--- config.mk ---
export PLATFORM = sky130hd
export DESIGN_NAME = pcd_top
export DESIGN_NICKNAME = d
export VERILOG_FILES = /design/src/rtl/pcd_pkg.sv /design/src/rtl/pcd_det_if.sv /design/src/rtl/pcd_sync.sv /design/src/rtl/pcd_detect.sv /design/src/rtl/pcd_top.sv
export SDC_FILE = /design/constraint.sdc
export NUM_CORES = 1
export LEC_CHECK = 0
export ABC_CLOCK_PERIOD_IN_PS = 2600
export BUFFER_PORTS_ARGS = -buffer_cell sky130_fd_sc_hd__buf_4
export CAP_MARGIN = 40
export CORE_MARGIN = 3
export CORE_UTILIZATION = 45
export CTS_CLUSTER_DIAMETER = 200
export DETAILED_ROUTE_END_ITERATION = 8
export PLACE_DENSITY = 0.78
export SYNTH_ARGS = -nofsm -noshare
export SYNTH_HDL_FRONTEND = slang
export SYNTH_SLANG_ARGS = --single-unit
--- constraint.sdc ---
create_clock -name clk -period 2.6 [get_ports clk]
set_clock_uncertainty 0.05 [all_clocks]
set_input_delay 0.52 -clock clk [delete_from_list [all_inputs] [get_ports clk]]
set_output_delay 0.52 -clock clk [all_outputs]
set_load 0.01 [all_outputs]
--- src/rtl/pcd_pkg.sv ---
// Constants for the port pin configuration and change-detect block.
// Assumes a 4-bit word address on the register port and 8-bit data.
`default_nettype none
package pcd_pkg;
    // Register port, pin and synchroniser widths
    localparam int unsigned ADDR_W = 4;
    localparam int unsigned DATA_W = 8;
    localparam int unsigned PINS_W = 16;   // Both ports, first port in the low byte
    localparam int unsigned SYNC_W = 17;   // Pins plus the master-clear selection

    // Register offsets
    localparam logic [3:0] OFS_PORT_A_DATA      = 4'h0;
    localparam logic [3:0] OFS_PORT_B_DATA      = 4'h1;
    localparam logic [3:0] OFS_PORT_A_DIRECTION = 4'h2;
    localparam logic [3:0] OFS_PORT_B_DIRECTION = 4'h3;
    localparam logic [3:0] OFS_PORT_B_PULLUP    = 4'h4;
    localparam logic [3:0] OFS_PORT_B_ANALOG    = 4'h5;
    localparam logic [3:0] OFS_CHANGE_EN_A      = 4'h6;
    localparam logic [3:0] OFS_CHANGE_EN_B      = 4'h7;
    localparam logic [3:0] OFS_INT_STATUS       = 4'h8;
    localparam logic [3:0] OFS_INT_MASK         = 4'h9;
    localparam logic [3:0] OFS_PULLUP_CTRL      = 4'ha;

    // Implemented bits of each register
    localparam logic [7:0] MASK_PORT_A     = 8'hff;
    localparam logic [7:0] MASK_PORT_B     = 8'hf3;
    localparam logic [7:0] MASK_PULLUP_B   = 8'hf2;
    localparam logic [7:0] MASK_ANALOG_B   = 8'h72;
    localparam logic [7:0] MASK_CHANGE_A   = 8'hef;
    localparam logic [7:0] MASK_CHANGE_B   = 8'hf3;

    // Values after reset
    localparam logic [7:0] RST_DIRECTION   = 8'hff;
    localparam logic [7:0] RST_OUT_DATA    = 8'h00;
    localparam logic [7:0] RST_PULLUP_B    = 8'hf2;
    localparam logic [7:0] RST_ANALOG_B    = 8'h72;
    localparam logic [7:0] RST_CHANGE      = 8'h00;
    localparam logic       RST_FLAG        = 1'b0;
    localparam logic       RST_INT_EN      = 1'b0;
    localparam logic       RST_PULLUP_GLB  = 1'b0;
    localparam logic [15:0] RST_CMP_LATCH  = 16'h0000;

    // Field positions
    localparam int unsigned BIT_CHANGE_FLAG   = 0;
    localparam int unsigned BIT_CHANGE_IE     = 0;
    localparam int unsigned BIT_PULLUP_GLB    = 0;
    localparam int unsigned BIT_MASTER_CLEAR_PIN_PIN      = 5;
    localparam int unsigned BIT_OPEN_DRAIN    = 0;

    // Synchroniser depth in cycles
    localparam int unsigned SYNC_STAGES = 2;
endpackage : pcd_pkg
`default_nettype wire

--- src/rtl/pcd_det_if.sv ---
// Carrier between the top and the change detector.
// Assumes both ends run on the same clock.
`default_nettype none
interface pcd_det_if;
    import pcd_pkg::*;
    logic [PINS_W-1:0] level;     // Synchronised pin levels
    logic [PINS_W-1:0] enable;    // Effective per-pin detect enables
    logic              refresh;   // Port access this cycle
    logic              mismatch;  // Any enabled pin differs from the latch

    modport ctrl (output level, output enable, output refresh, input mismatch);
    modport det  (input level, input enable, input refresh, output mismatch);
endinterface : pcd_det_if
`default_nettype wire

--- src/rtl/pcd_sync.sv ---
// Two-stage synchroniser for a bus of independent levels.
// Assumes each bit is a slow level; no word coherence is given.
`default_nettype none
module pcd_sync
    import pcd_pkg::*;
#(
    parameter int unsigned W = 1
) (
    // Clock and reset
    input  wire logic         clk,
    input  wire logic         rst_b,
    // Levels
    input  wire logic [W-1:0] async_in,
    output logic      [W-1:0] sync_out
);
    logic [W-1:0] meta_r;
    logic [W-1:0] meta_nxt;
    logic [W-1:0] sync_r;
    logic [W-1:0] sync_nxt;

    // First stage feeds only the second
    always_comb begin
        meta_nxt = async_in;
        sync_nxt = meta_r;
    end

    // Register both stages
    always_ff @(posedge clk or negedge rst_b) begin
        if (!rst_b) begin
            meta_r <= '0;
            sync_r <= '0;
        end else begin
            meta_r <= meta_nxt;
            sync_r <= sync_nxt;
        end
    end

    assign sync_out = sync_r;
endmodule : pcd_sync
`default_nettype wire

--- src/rtl/pcd_detect.sv ---
// Comparison latch and mismatch detector for both ports.
// Assumes its reset is the power-on reset only, never master clear.
`default_nettype none
module pcd_detect
    import pcd_pkg::*;
(
    // Clock and power-on reset
    input  wire logic clk,
    input  wire logic rst_b,
    // Detector side of the carrier
    pcd_det_if.det    dif
);
    logic [PINS_W-1:0] latch_r;
    logic [PINS_W-1:0] latch_nxt;

    // Any port access captures the live levels, ending the mismatch
    always_comb begin
        latch_nxt = latch_r;
        if (dif.refresh) begin
            latch_nxt = dif.level;  // [RL11]
        end
    end

    // Latch survives master clear; only power-on clears it
    always_ff @(posedge clk or negedge rst_b) begin
        if (!rst_b) begin
            latch_r <= RST_CMP_LATCH;
        end else begin
            latch_r <= latch_nxt;  // [RL13]
        end
    end

    // OR of enabled per-pin differences
    assign dif.mismatch = |((dif.level ^ latch_r) & dif.enable);  // [RL9]
endmodule : pcd_detect
`default_nettype wire

--- src/rtl/pcd_top.sv ---
// Pin configuration for the second port and change detection on both ports.
// Assumes a single-cycle register port and pins that are asynchronous to clk.
//
// What this block does
// [RL1] Pull-up on only with global enable, input direction, own bit, digital mode.
// [RL2] Pull-up bits at 7..4 and 1 reset to one; others read zero.
// [RL3] Analog-select bits at 6..4 and 1 reset to one; others read zero.
// [RL4] Analog pin loses digital input, pull-up and change detection.
// [RL5] Software sets the direction to input for every analog pin.
// [RL6] Every pin of both ports has its own change-detect enable; here first port pin four has none (MASK_CHANGE_A).
// [RL7] Power-on reset clears all change-detect enables.
// [RL8] Master-clear function on first port pin five forces its detection off.
// [RL9] Enabled pins compared with latch; differences ORed into the change flag.
// [RL10] Interrupt enable gates only the interrupt; flag keeps being set.
// [RL11] Port read or write refreshes the latch; mismatch keeps setting flag.
// [RL12] Service routine accesses a port, then clears the change flag.
// [RL13] Comparison latch keeps its value through master-clear reset.
// [RL14] A change during a port access may be missed.
// [RL15] With interrupt enable set, a change interrupt wakes from sleep.
// [RL16] Analog pins read as zero on digital reads of port data.
// [RL17] Pull-up off for outputs; all pull-ups off after power-on reset.
// [RL18] Pins synchronised first; flag set on the edge after a mismatch.
//
// The strobed register port and the register offsets were chosen for this implementation.
`default_nettype none
module pcd_top
    import pcd_pkg::*;
(
    // Clock and resets
    input  wire logic              clk,
    input  wire logic              rst_b,
    input  wire logic              master_clear_pin_rst_b,
    // Register port
    input  wire logic [ADDR_W-1:0] reg_addr,
    input  wire logic [DATA_W-1:0] reg_wdata,
    input  wire logic              reg_wr,
    input  wire logic              reg_rd,
    output logic      [DATA_W-1:0] reg_rdata,
    // Configuration: first port pin five used as master clear
    input  wire logic              master_clear_pin_function_sel,
    // First port pins
    input  wire logic [7:0]        port_a_in,
    output logic      [7:0]        port_a_out,
    output logic      [7:0]        port_a_oe,
    // Second port pins
    input  wire logic [7:0]        port_b_in,
    output logic      [7:0]        port_b_out,
    output logic      [7:0]        port_b_oe,
    output logic      [7:0]        port_b_pullup_on,
    // Events
    output logic                   irq,
    output logic                   wake_req
);
    // Either reset returns the control registers to their defaults
    logic ctl_rst_b;
    assign ctl_rst_b = rst_b & master_clear_pin_rst_b;

    // Synchronised pins and configuration
    logic [SYNC_W-1:0] sync_q;
    logic [7:0]        pin_a;
    logic [7:0]        pin_b;
    logic              master_clear_pin_sel;

    pcd_sync #(
        .W (SYNC_W)
    ) u_sync (
        .clk      (clk),
        .rst_b    (rst_b),
        .async_in ({master_clear_pin_function_sel, port_b_in, port_a_in}),
        .sync_out (sync_q)
    );

    // Split the synchronised bus
    assign pin_a    = sync_q[7:0];  // [RL18]
    assign pin_b    = sync_q[15:8];
    assign master_clear_pin_sel = sync_q[16];

    // Software registers
    logic [7:0] out_a_r,   out_a_nxt;
    logic [7:0] out_b_r,   out_b_nxt;
    logic [7:0] dir_a_r,   dir_a_nxt;
    logic [7:0] dir_b_r,   dir_b_nxt;
    logic [7:0] wpu_b_r,   wpu_b_nxt;
    logic [7:0] ans_b_r,   ans_b_nxt;
    logic [7:0] cen_a_r,   cen_a_nxt;
    logic [7:0] cen_b_r,   cen_b_nxt;
    logic       flag_r,    flag_nxt;
    logic       ie_r,      ie_nxt;
    logic       glb_pu_r,  glb_pu_nxt;
    logic [7:0] rdata_r,   rdata_nxt;

    // Decoded strobes
    logic wr_a;
    logic wr_b;
    logic rd_a;
    logic rd_b;
    logic port_access;

    assign wr_a        = reg_wr && (reg_addr == OFS_PORT_A_DATA);
    assign wr_b        = reg_wr && (reg_addr == OFS_PORT_B_DATA);
    assign rd_a        = reg_rd && (reg_addr == OFS_PORT_A_DATA);
    assign rd_b        = reg_rd && (reg_addr == OFS_PORT_B_DATA);
    assign port_access = wr_a || wr_b || rd_a || rd_b;

    // Digital view of the pins; analog pins read zero
    logic [7:0] dig_a;
    logic [7:0] dig_b;

    assign dig_a = pin_a & MASK_PORT_A;
    assign dig_b = pin_b & MASK_PORT_B & ~ans_b_r;  // [RL16] [RL4]

    // Change detector
    pcd_det_if dif ();

    // Effective enables: master-clear pin and analog pins excluded
    always_comb begin
        dif.enable        = {cen_b_r & MASK_CHANGE_B & ~ans_b_r, cen_a_r & MASK_CHANGE_A};  // [RL6] [RL4]
        if (master_clear_pin_sel) begin
            dif.enable[BIT_MASTER_CLEAR_PIN_PIN] = 1'b0;  // [RL8]
        end
    end

    assign dif.level   = {dig_b, dig_a};
    assign dif.refresh = port_access;  // [RL11] [RL14]

    pcd_detect u_detect (
        .clk   (clk),
        .rst_b (rst_b),
        .dif   (dif)
    );

    // Next values of the configuration registers
    always_comb begin
        out_a_nxt  = out_a_r;
        out_b_nxt  = out_b_r;
        dir_a_nxt  = dir_a_r;
        dir_b_nxt  = dir_b_r;
        wpu_b_nxt  = wpu_b_r;
        ans_b_nxt  = ans_b_r;
        cen_a_nxt  = cen_a_r;
        cen_b_nxt  = cen_b_r;
        ie_nxt     = ie_r;
        glb_pu_nxt = glb_pu_r;
        if (reg_wr) begin
            case (reg_addr)
                OFS_PORT_A_DATA:      out_a_nxt  = reg_wdata & MASK_PORT_A;
                OFS_PORT_B_DATA:      out_b_nxt  = reg_wdata & MASK_PORT_B;
                OFS_PORT_A_DIRECTION: dir_a_nxt  = reg_wdata & MASK_PORT_A;
                OFS_PORT_B_DIRECTION: dir_b_nxt  = reg_wdata & MASK_PORT_B;
                OFS_PORT_B_PULLUP:    wpu_b_nxt  = reg_wdata & MASK_PULLUP_B;  // [RL2]
                OFS_PORT_B_ANALOG:    ans_b_nxt  = reg_wdata & MASK_ANALOG_B;  // [RL3]
                OFS_CHANGE_EN_A:      cen_a_nxt  = reg_wdata & MASK_CHANGE_A;  // [RL6]
                OFS_CHANGE_EN_B:      cen_b_nxt  = reg_wdata & MASK_CHANGE_B;
                OFS_INT_MASK:         ie_nxt     = reg_wdata[BIT_CHANGE_IE];
                OFS_PULLUP_CTRL:      glb_pu_nxt = reg_wdata[BIT_PULLUP_GLB];
                default:              ;
            endcase
        end
    end

    // Change flag: write one clears, a mismatch sets and wins over the clear
    always_comb begin
        flag_nxt = flag_r;
        if (reg_wr && (reg_addr == OFS_INT_STATUS) && reg_wdata[BIT_CHANGE_FLAG]) begin
            flag_nxt = 1'b0;
        end
        if (dif.mismatch) begin
            flag_nxt = 1'b1;  // [RL9] [RL11] [RL18]
        end
    end

    // Read data for the cycle after the read strobe
    always_comb begin
        rdata_nxt = '0;
        if (reg_rd) begin
            case (reg_addr)
                OFS_PORT_A_DATA:      rdata_nxt = dig_a;
                OFS_PORT_B_DATA:      rdata_nxt = dig_b;  // [RL16]
                OFS_PORT_A_DIRECTION: rdata_nxt = dir_a_r;
                OFS_PORT_B_DIRECTION: rdata_nxt = dir_b_r;
                OFS_PORT_B_PULLUP:    rdata_nxt = wpu_b_r;  // [RL2]
                OFS_PORT_B_ANALOG:    rdata_nxt = ans_b_r;  // [RL3]
                OFS_CHANGE_EN_A:      rdata_nxt = cen_a_r;
                OFS_CHANGE_EN_B:      rdata_nxt = cen_b_r;
                OFS_INT_STATUS:       rdata_nxt[BIT_CHANGE_FLAG] = flag_r;
                OFS_INT_MASK:         rdata_nxt[BIT_CHANGE_IE]   = ie_r;
                OFS_PULLUP_CTRL:      rdata_nxt[BIT_PULLUP_GLB]  = glb_pu_r;
                default:              rdata_nxt = '0;
            endcase
        end
    end

    // Control registers; either reset restores them
    always_ff @(posedge clk or negedge ctl_rst_b) begin
        if (!ctl_rst_b) begin
            out_a_r  <= RST_OUT_DATA;
            out_b_r  <= RST_OUT_DATA;
            dir_a_r  <= RST_DIRECTION;
            dir_b_r  <= RST_DIRECTION & MASK_PORT_B;  // Missing pins read zero
            wpu_b_r  <= RST_PULLUP_B;   // [RL2]
            ans_b_r  <= RST_ANALOG_B;   // [RL3]
            cen_a_r  <= RST_CHANGE;     // [RL7]
            cen_b_r  <= RST_CHANGE;     // [RL7]
            flag_r   <= RST_FLAG;
            ie_r     <= RST_INT_EN;
            glb_pu_r <= RST_PULLUP_GLB; // [RL17]
            rdata_r  <= '0;
        end else begin
            out_a_r  <= out_a_nxt;
            out_b_r  <= out_b_nxt;
            dir_a_r  <= dir_a_nxt;
            dir_b_r  <= dir_b_nxt;
            wpu_b_r  <= wpu_b_nxt;
            ans_b_r  <= ans_b_nxt;
            cen_a_r  <= cen_a_nxt;
            cen_b_r  <= cen_b_nxt;
            flag_r   <= flag_nxt;
            ie_r     <= ie_nxt;
            glb_pu_r <= glb_pu_nxt;
            rdata_r  <= rdata_nxt;
        end
    end

    assign reg_rdata = rdata_r;

    // Pull-up only for a digital input with both enables set
    assign port_b_pullup_on = {8{glb_pu_r}} & dir_b_r & wpu_b_r & ~ans_b_r;  // [RL1] [RL4] [RL17]

    // Output drivers; analog mode does not affect them
    always_comb begin
        port_a_out = out_a_r;
        port_a_oe  = ~dir_a_r & MASK_PORT_A;
        port_b_out = out_b_r;
        port_b_oe  = ~dir_b_r & MASK_PORT_B;
        // Open-drain pin only ever pulls low
        port_b_out[BIT_OPEN_DRAIN] = 1'b0;
        port_b_oe[BIT_OPEN_DRAIN]  = ~dir_b_r[BIT_OPEN_DRAIN] & ~out_b_r[BIT_OPEN_DRAIN];
    end

    // Interrupt and wake share the enable; the flag does not depend on it
    assign irq      = flag_r & ie_r;  // [RL10]
    assign wake_req = flag_r & ie_r;  // [RL15]
endmodule : pcd_top
`default_nettype wire

After elaboration in Yosys (flattened, before gate mapping)
Index checks and enable logic that the tools add are counted.
{"block": "op_classes", "n_addsub": 0, "n_mul": 0, "n_div": 0, "magnitude_cmp": 0, "eq_ne": 10, "shift": 0, "mux": 6, "bitwise_logic": 15, "reduce_logical": 22}
{"operator": "7-bit one-hot mux with 8 select lines", "count": 1}
{"operator": "8-bit AND", "count": 5}
{"operator": "2-bit AND reduction", "count": 10}
{"operator": "16-bit AND", "count": 1}
{"operator": "4-bit by 3-bit == test with 1-bit output, second input constant", "count": 4}
{"operator": "8-bit inverter", "count": 2}
{"operator": "16-bit OR reduction", "count": 1}
{"operator": "16-bit XOR", "count": 1}
{"operator": "4-bit == test, second input constant", "count": 3}
{"operator": "1-bit one-hot mux with 9 select lines", "count": 1}
{"operator": "4-bit by 2-bit == test with 1-bit output, second input constant", "count": 2}
{"operator": "8-bit two-way mux", "count": 1}
{"operator": "7-bit inverter with 8-bit output", "count": 1}
{"operator": "1-bit logical AND", "count": 6}
{"operator": "4-bit by 1-bit == test with 1-bit output, second input constant", "count": 1}
{"operator": "4-bit logical NOT", "count": 1}
{"operator": "1-bit AND", "count": 3}
{"operator": "1-bit logical OR", "count": 3}
{"operator": "1-bit two-way mux", "count": 3}
{"operator": "1-bit inverter", "count": 2}
{"operator": "2-bit nonzero test", "count": 1}
{"block": "totals", "regBits": 111, "latchBits": 0, "mem_bits_rw": 0, "romBits": 0, "input_bits": 34, "out_inout_bits": 50, "wordCells": 68, "memories": 0}

Logic depth before layout (Yosys ltp)
{"block": "logic_depth", "word_depth": 6, "depth_mapped": 7, "ltp_nobuf": 4}

Modules after synthesis
A second synthesis with hierarchy kept.
{"block": "unflattened", "hier_cells": 345, "hier_area_um2": 4844.6}
{"mod": "pcd_top", "n_inst": 1, "cells_each": 252, "area_each_um2": 3180.6, "seq_area_each_um2": 1555.2}
{"mod": "pcd_sync", "n_inst": 1, "cells_each": 34, "area_each_um2": 850.8, "seq_area_each_um2": 850.8}
{"mod": "pcd_detect", "n_inst": 1, "cells_each": 59, "area_each_um2": 813.3, "seq_area_each_um2": 400.4}

Worst setup path before layout
OpenSTA, ideal clock, no wires.
{"block": "synth_timing", "path_kind": "input-to-reg", "from": "input port reg_addr[2]", "to": "register cen_a_r[0]", "setup_time_ns": 0.125, "arrival_ns": 1.548, "t_required_ns": 2.425, "slack_ns": 0.878, "path_stages": 5, "n_path_buf": 1, "cell_sequence": "buf_2 -> and2b_1 -> nand2_1 -> nor2_2 -> mux2_2"}
{"block": "synth_via", "elab_chain_len": 2}
{"item": "from (decl)", "line": "pcd_top.sv:34", "source": "input wire logic [ADDR_W-1:0] reg_addr,"}
{"item": "4-bit by 3-bit == test with 1-bit output", "line": "pcd_top.sv:145", "source": "case (reg_addr)"}
{"item": "2-bit AND reduction (no line)"}
{"item": "to (signal assigned)", "line": "pcd_top.sv:215", "source": "cen_a_r <= cen_a_nxt;"}
{"item": "to (decl)", "line": "pcd_top.sv:85", "source": "logic [7:0] cen_a_r, cen_a_nxt;"}
No other way between the ends.
A chain may end at the register's enable or synchronous reset.

Worst setup path after layout
{"block": "layout_timing", "from": "register ans_b_r[5]", "to": "output port port_b_pullup_on[5]"}
{"block": "layout_via", "elab_chain_len": 2}
{"item": "from (decl)", "line": "pcd_top.sv:84", "source": "logic [7:0] ans_b_r, ans_b_nxt;"}
{"item": "from (signal assigned)", "line": "pcd_top.sv:214", "source": "ans_b_r <= ans_b_nxt;"}
{"item": "7-bit inverter with 8-bit output", "line": "pcd_top.sv:227", "source": "assign port_b_pullup_on = {8{glb_pu_r}} & dir_b_r & wpu_b_r & ~ans_b_r;"}
{"item": "8-bit AND", "line": "pcd_top.sv:227"}
{"item": "to (decl)", "line": "pcd_top.sv:49", "source": "output logic [7:0] port_b_pullup_on,"}
No other way between the ends.

==> summary.md <==
| Metric | Value |
|---|---|
| Remaining DRCs | 0 |
| DP HPWL | 7487 microns |
| Initial antenna violation count | 0 |
| Final net count | 464 |
| Min-delay worst type | in2async |
| RSZ-0062 raised after global routing | no |
| # hold bufs at CTS | 0 |
| Worst relative slew slack | 0.6131 |
| Worst VDD drop | 0.3672 mV |
| Multi-input gate area | 1658 sq um |
| Final Cycle Share | 0.7390 |
| Gr usage total | 0.1914 |
| FMAX | 520.5 MHz |
| Crit path time final | slightly below 2 ns |
| Worst Setup End Kind | output pin |
| Routed WL | 10,200 microns |
| Top Ports | 84 |
| Top_reg_cell synth | dfrtp_1 |
| Register area | 2631 sq um |
| Critical path required time | 2.03 ns |
| Pin count of the biggest net entering global routing | between 40 and 50 |
| Worst-Skew Late Latency | 0.37 ns |
| Die height | about 110 microns |
| CTS clk-pin slew, worst paths | 0.10 ns |
| Total power | 4.015 mW |
| Cell variety after synth | 51 |
| Total negative setup slack | 0 ns |
| CORE AREA | roughly 9500 sq um |
| Vias in the first global route | approximately 3,100 |
| Area delta synth->final | 18.33% |
| Met3 wire len | 555 microns |
| Pwr Density | 755.4 nW/um^2 |
| IO Port Bufs | 73 |
| # resized after CTS | 0 |
| Final ANT Viol Nets | 0 |
| Die area | 11,220 sq um |
| Post-synth EDFFs | 0 |
| Share of flip-flops with an asynchronous set or reset | 1.000 |
| Grt total ovfl | 0 |
| Yosys synthesis warning count | 0 |
| FF-to-FF path depth | 4 |
| Max cap viols | 0 |
| Mapped cell area | 4492 sq um |
| CTS H-tree depth | 3 |
| # rows | 35 |
| Uppermost layer routed | met4 |
| Routability cong. | 0.8957 |
| CP Launch Type | flop |
| TritonCTS clock tree | built |
| CP max FO | 5 |
| Worst Tran Pin Value | 0.5804 ns |
| Slew Limit Fails | 0 |
| CTS Buf Count | 9 |
| Reg2reg start | dir_b_r[0]$_DFFE_PN1P_ |
| Outcome | finished, final reports clean |
| CP Launch Point | ans_b_r[5]$_DFFE_PN1P_ |
| Commonest non-fill, non-tap cell in the layout | dfrtp_1 |
| # diodes | 0 |
| Final setup viols | 0 |
| # clock sinks | 104 |
| Detailed Routing Iterations Pass 1 | 4 |
| Cells after Synth | 359 |
| Layout cells sized above 1 | 0.4253 |
| Starting density of the core | 0.4749 |
| M1 wire length | 4572 microns |
| Drt wl/cell | about 18 microns |
| Pleak | between 2 and 2.5 nW |
| Fillcell total | 797 |
| Crit path DAT | 1.35 ns |
| Sequential area share after synthesis | 0.5858 |
| Global-route wire length before repair | between 15,000 and 20,000 microns |
| Fin. Hold Viols | 0 |
| Postcts setup bufs | 0 |
| Iteration-0 DRC Markers | 136 |
| Via/cell ratio | between 5 and 6 |
| Die Wd | 105.9 microns |
| CP Class | reg2out |
| Clock root buffer | clkbuf_8 |
| Synthesized flop and latch total | 104 |
| Clock buffer depth | 2 |
| Most frequent cells in the layout | 81 x dfrtp_1, 77 x buf_4, 58 x mux2_2 |
| Met2 WL post-DR | between 4000 and 5000 microns |
| Mean Syn Cell Area | 12.51 sq um |
| Routed vias | 2,997 |
registers in the layout (all words and copies together), names as in the netlist:
register          count
reg_rdata             8
dir_b_r               6
cen_b_r               6
glb_pu_r              1
ans_b_r               4
u_sync.meta_r        15
out_b_r               6
u_sync.sync_out      15
ie_r                  1
dir_a_r               8
cen_a_r               7
u_detect.latch_r     13
flag_r                1
wpu_b_r               5
port_a_out            8
path summary, 6_finish.rpt:
check,slack (ns),end
setup / recovery,0.68,port_b_pullup_on[5]
hold / removal,0.19,u_sync.meta_r[4]$_DFF_PN0_
setup reg to reg,1.00,reg_rdata[0]$_DFF_PN0_
hold reg to reg,0.31,u_sync.sync_out[0]$_DFF_PN0_
max in group asynchronous,1.57,dir_a_r[4]$_DFFE_PN1P_
min in group clk,0.19,u_sync.meta_r[5]$_DFF_PN0_
report_power, final:
part,switching (mW),internal (mW)
Clock,0.572,0.457
Sequential,0.212,1.94
Combinational,0.368,0.468
kinds of logic (layout without fill, tap and decap cells):
group                     count (synthesis)  count (layout)  share of synthesized area
and+or+nand+nor                         102             102                     0.1206
buffers and inverters                    42             111                    0.05125
xor gates and xnor gates                 13              13                    0.02535
other                                     1               8                  0.0008349
DFF                                     104             104                     0.5858
AOI/OAI and AO/OA                        34              34                    0.05404
muxes                                    63              63                     0.1621
Yosys cell counts (2+ instances only):
| library cell | instances | area [sq um] |
|---|---|---|
| a21oi_1 | 6 | 30.03 |
| a221oi_1 | 4 | 35.03 |
| a22o_1 | 2 | 17.52 |
| a22oi_1 | 2 | 15.01 |
| a31oi_1 | 3 | 18.77 |
| a32oi_1 | 2 | 17.52 |
| and2_1 | 3 | 18.77 |
| and3_1 | 5 | 31.28 |
| and4b_1 | 3 | 30.03 |
| buf_2 | 7 | 35.03 |
| buf_4 | 15 | 112.6 |
| clkbuf_1 | 2 | 7.510 |
| dfrtp_1 | 81 | 2027 |
| dfstp_2 | 23 | 604.3 |
| inv_1 | 16 | 60.06 |
| mux2_2 | 58 | 653.1 |
| mux2i_1 | 3 | 30.03 |
| mux4_2 | 2 | 45.04 |
| nand2_1 | 44 | 165.2 |
| nand2b_1 | 4 | 25.02 |
| nand3_1 | 7 | 35.03 |
| nand3b_1 | 2 | 15.01 |
| nand4_1 | 2 | 12.51 |
| nor2_1 | 9 | 33.78 |
| nor2_2 | 3 | 18.77 |
| nor2b_1 | 4 | 25.02 |
| nor3_1 | 4 | 20.02 |
| nor3b_1 | 4 | 30.03 |
| o21ai_0 | 6 | 30.03 |
| xnor2_1 | 4 | 35.03 |
| xor2_1 | 9 | 78.83 |
stage by stage:
stage | instance area (sq um) | hold WS [ns] | setup slack, ns | instances | util
6_report | 5315 | 0.1866 | 0.6786 | 564 | 0.5619
5_1_grt | 5315 | 0.1764 | 0.6366 | 564 | 0.5619
4_1_cts | 5315 | 0.1773 | 0.6574 | 564 | 0.5619
3_5_place_dp | 5112 | 0.2847 | 0.4774 | 548 | 0.5405
3_3_place_gp | 5112 | 0.2837 | 0.5102 | 548 | 0.5405
2_1_floorplan | 4518 | 0.1744 | 0.2117 | 366 | -
critical path, stage by stage, from the launching register on:
cell and delay [ns]:
dfstp_2 0.59, and4b_1 0.24, buf_4 0.15
area by class of cell:
cell class	count	share of cell area
Tap cell	129	0.03037
Sequential cell	104	0.4951
Timing Repair Buffer	78	0.1125
Clock buffer	9	0.02331
Inverter	17	0.01201
Multi-Input combinational cell	220	0.3119
Clock inverter	7	0.01483
routing by layer:
metal / track usage / vias to the layer above
li1: - / 1361
met1: 0.2630 / 1523
met2: 0.3087 / 99
met3: 0.02975 / 14
met4: 0.07216 / 0
met5: 0 / -
Note: power is estimated with default switching activity, not from simulation.
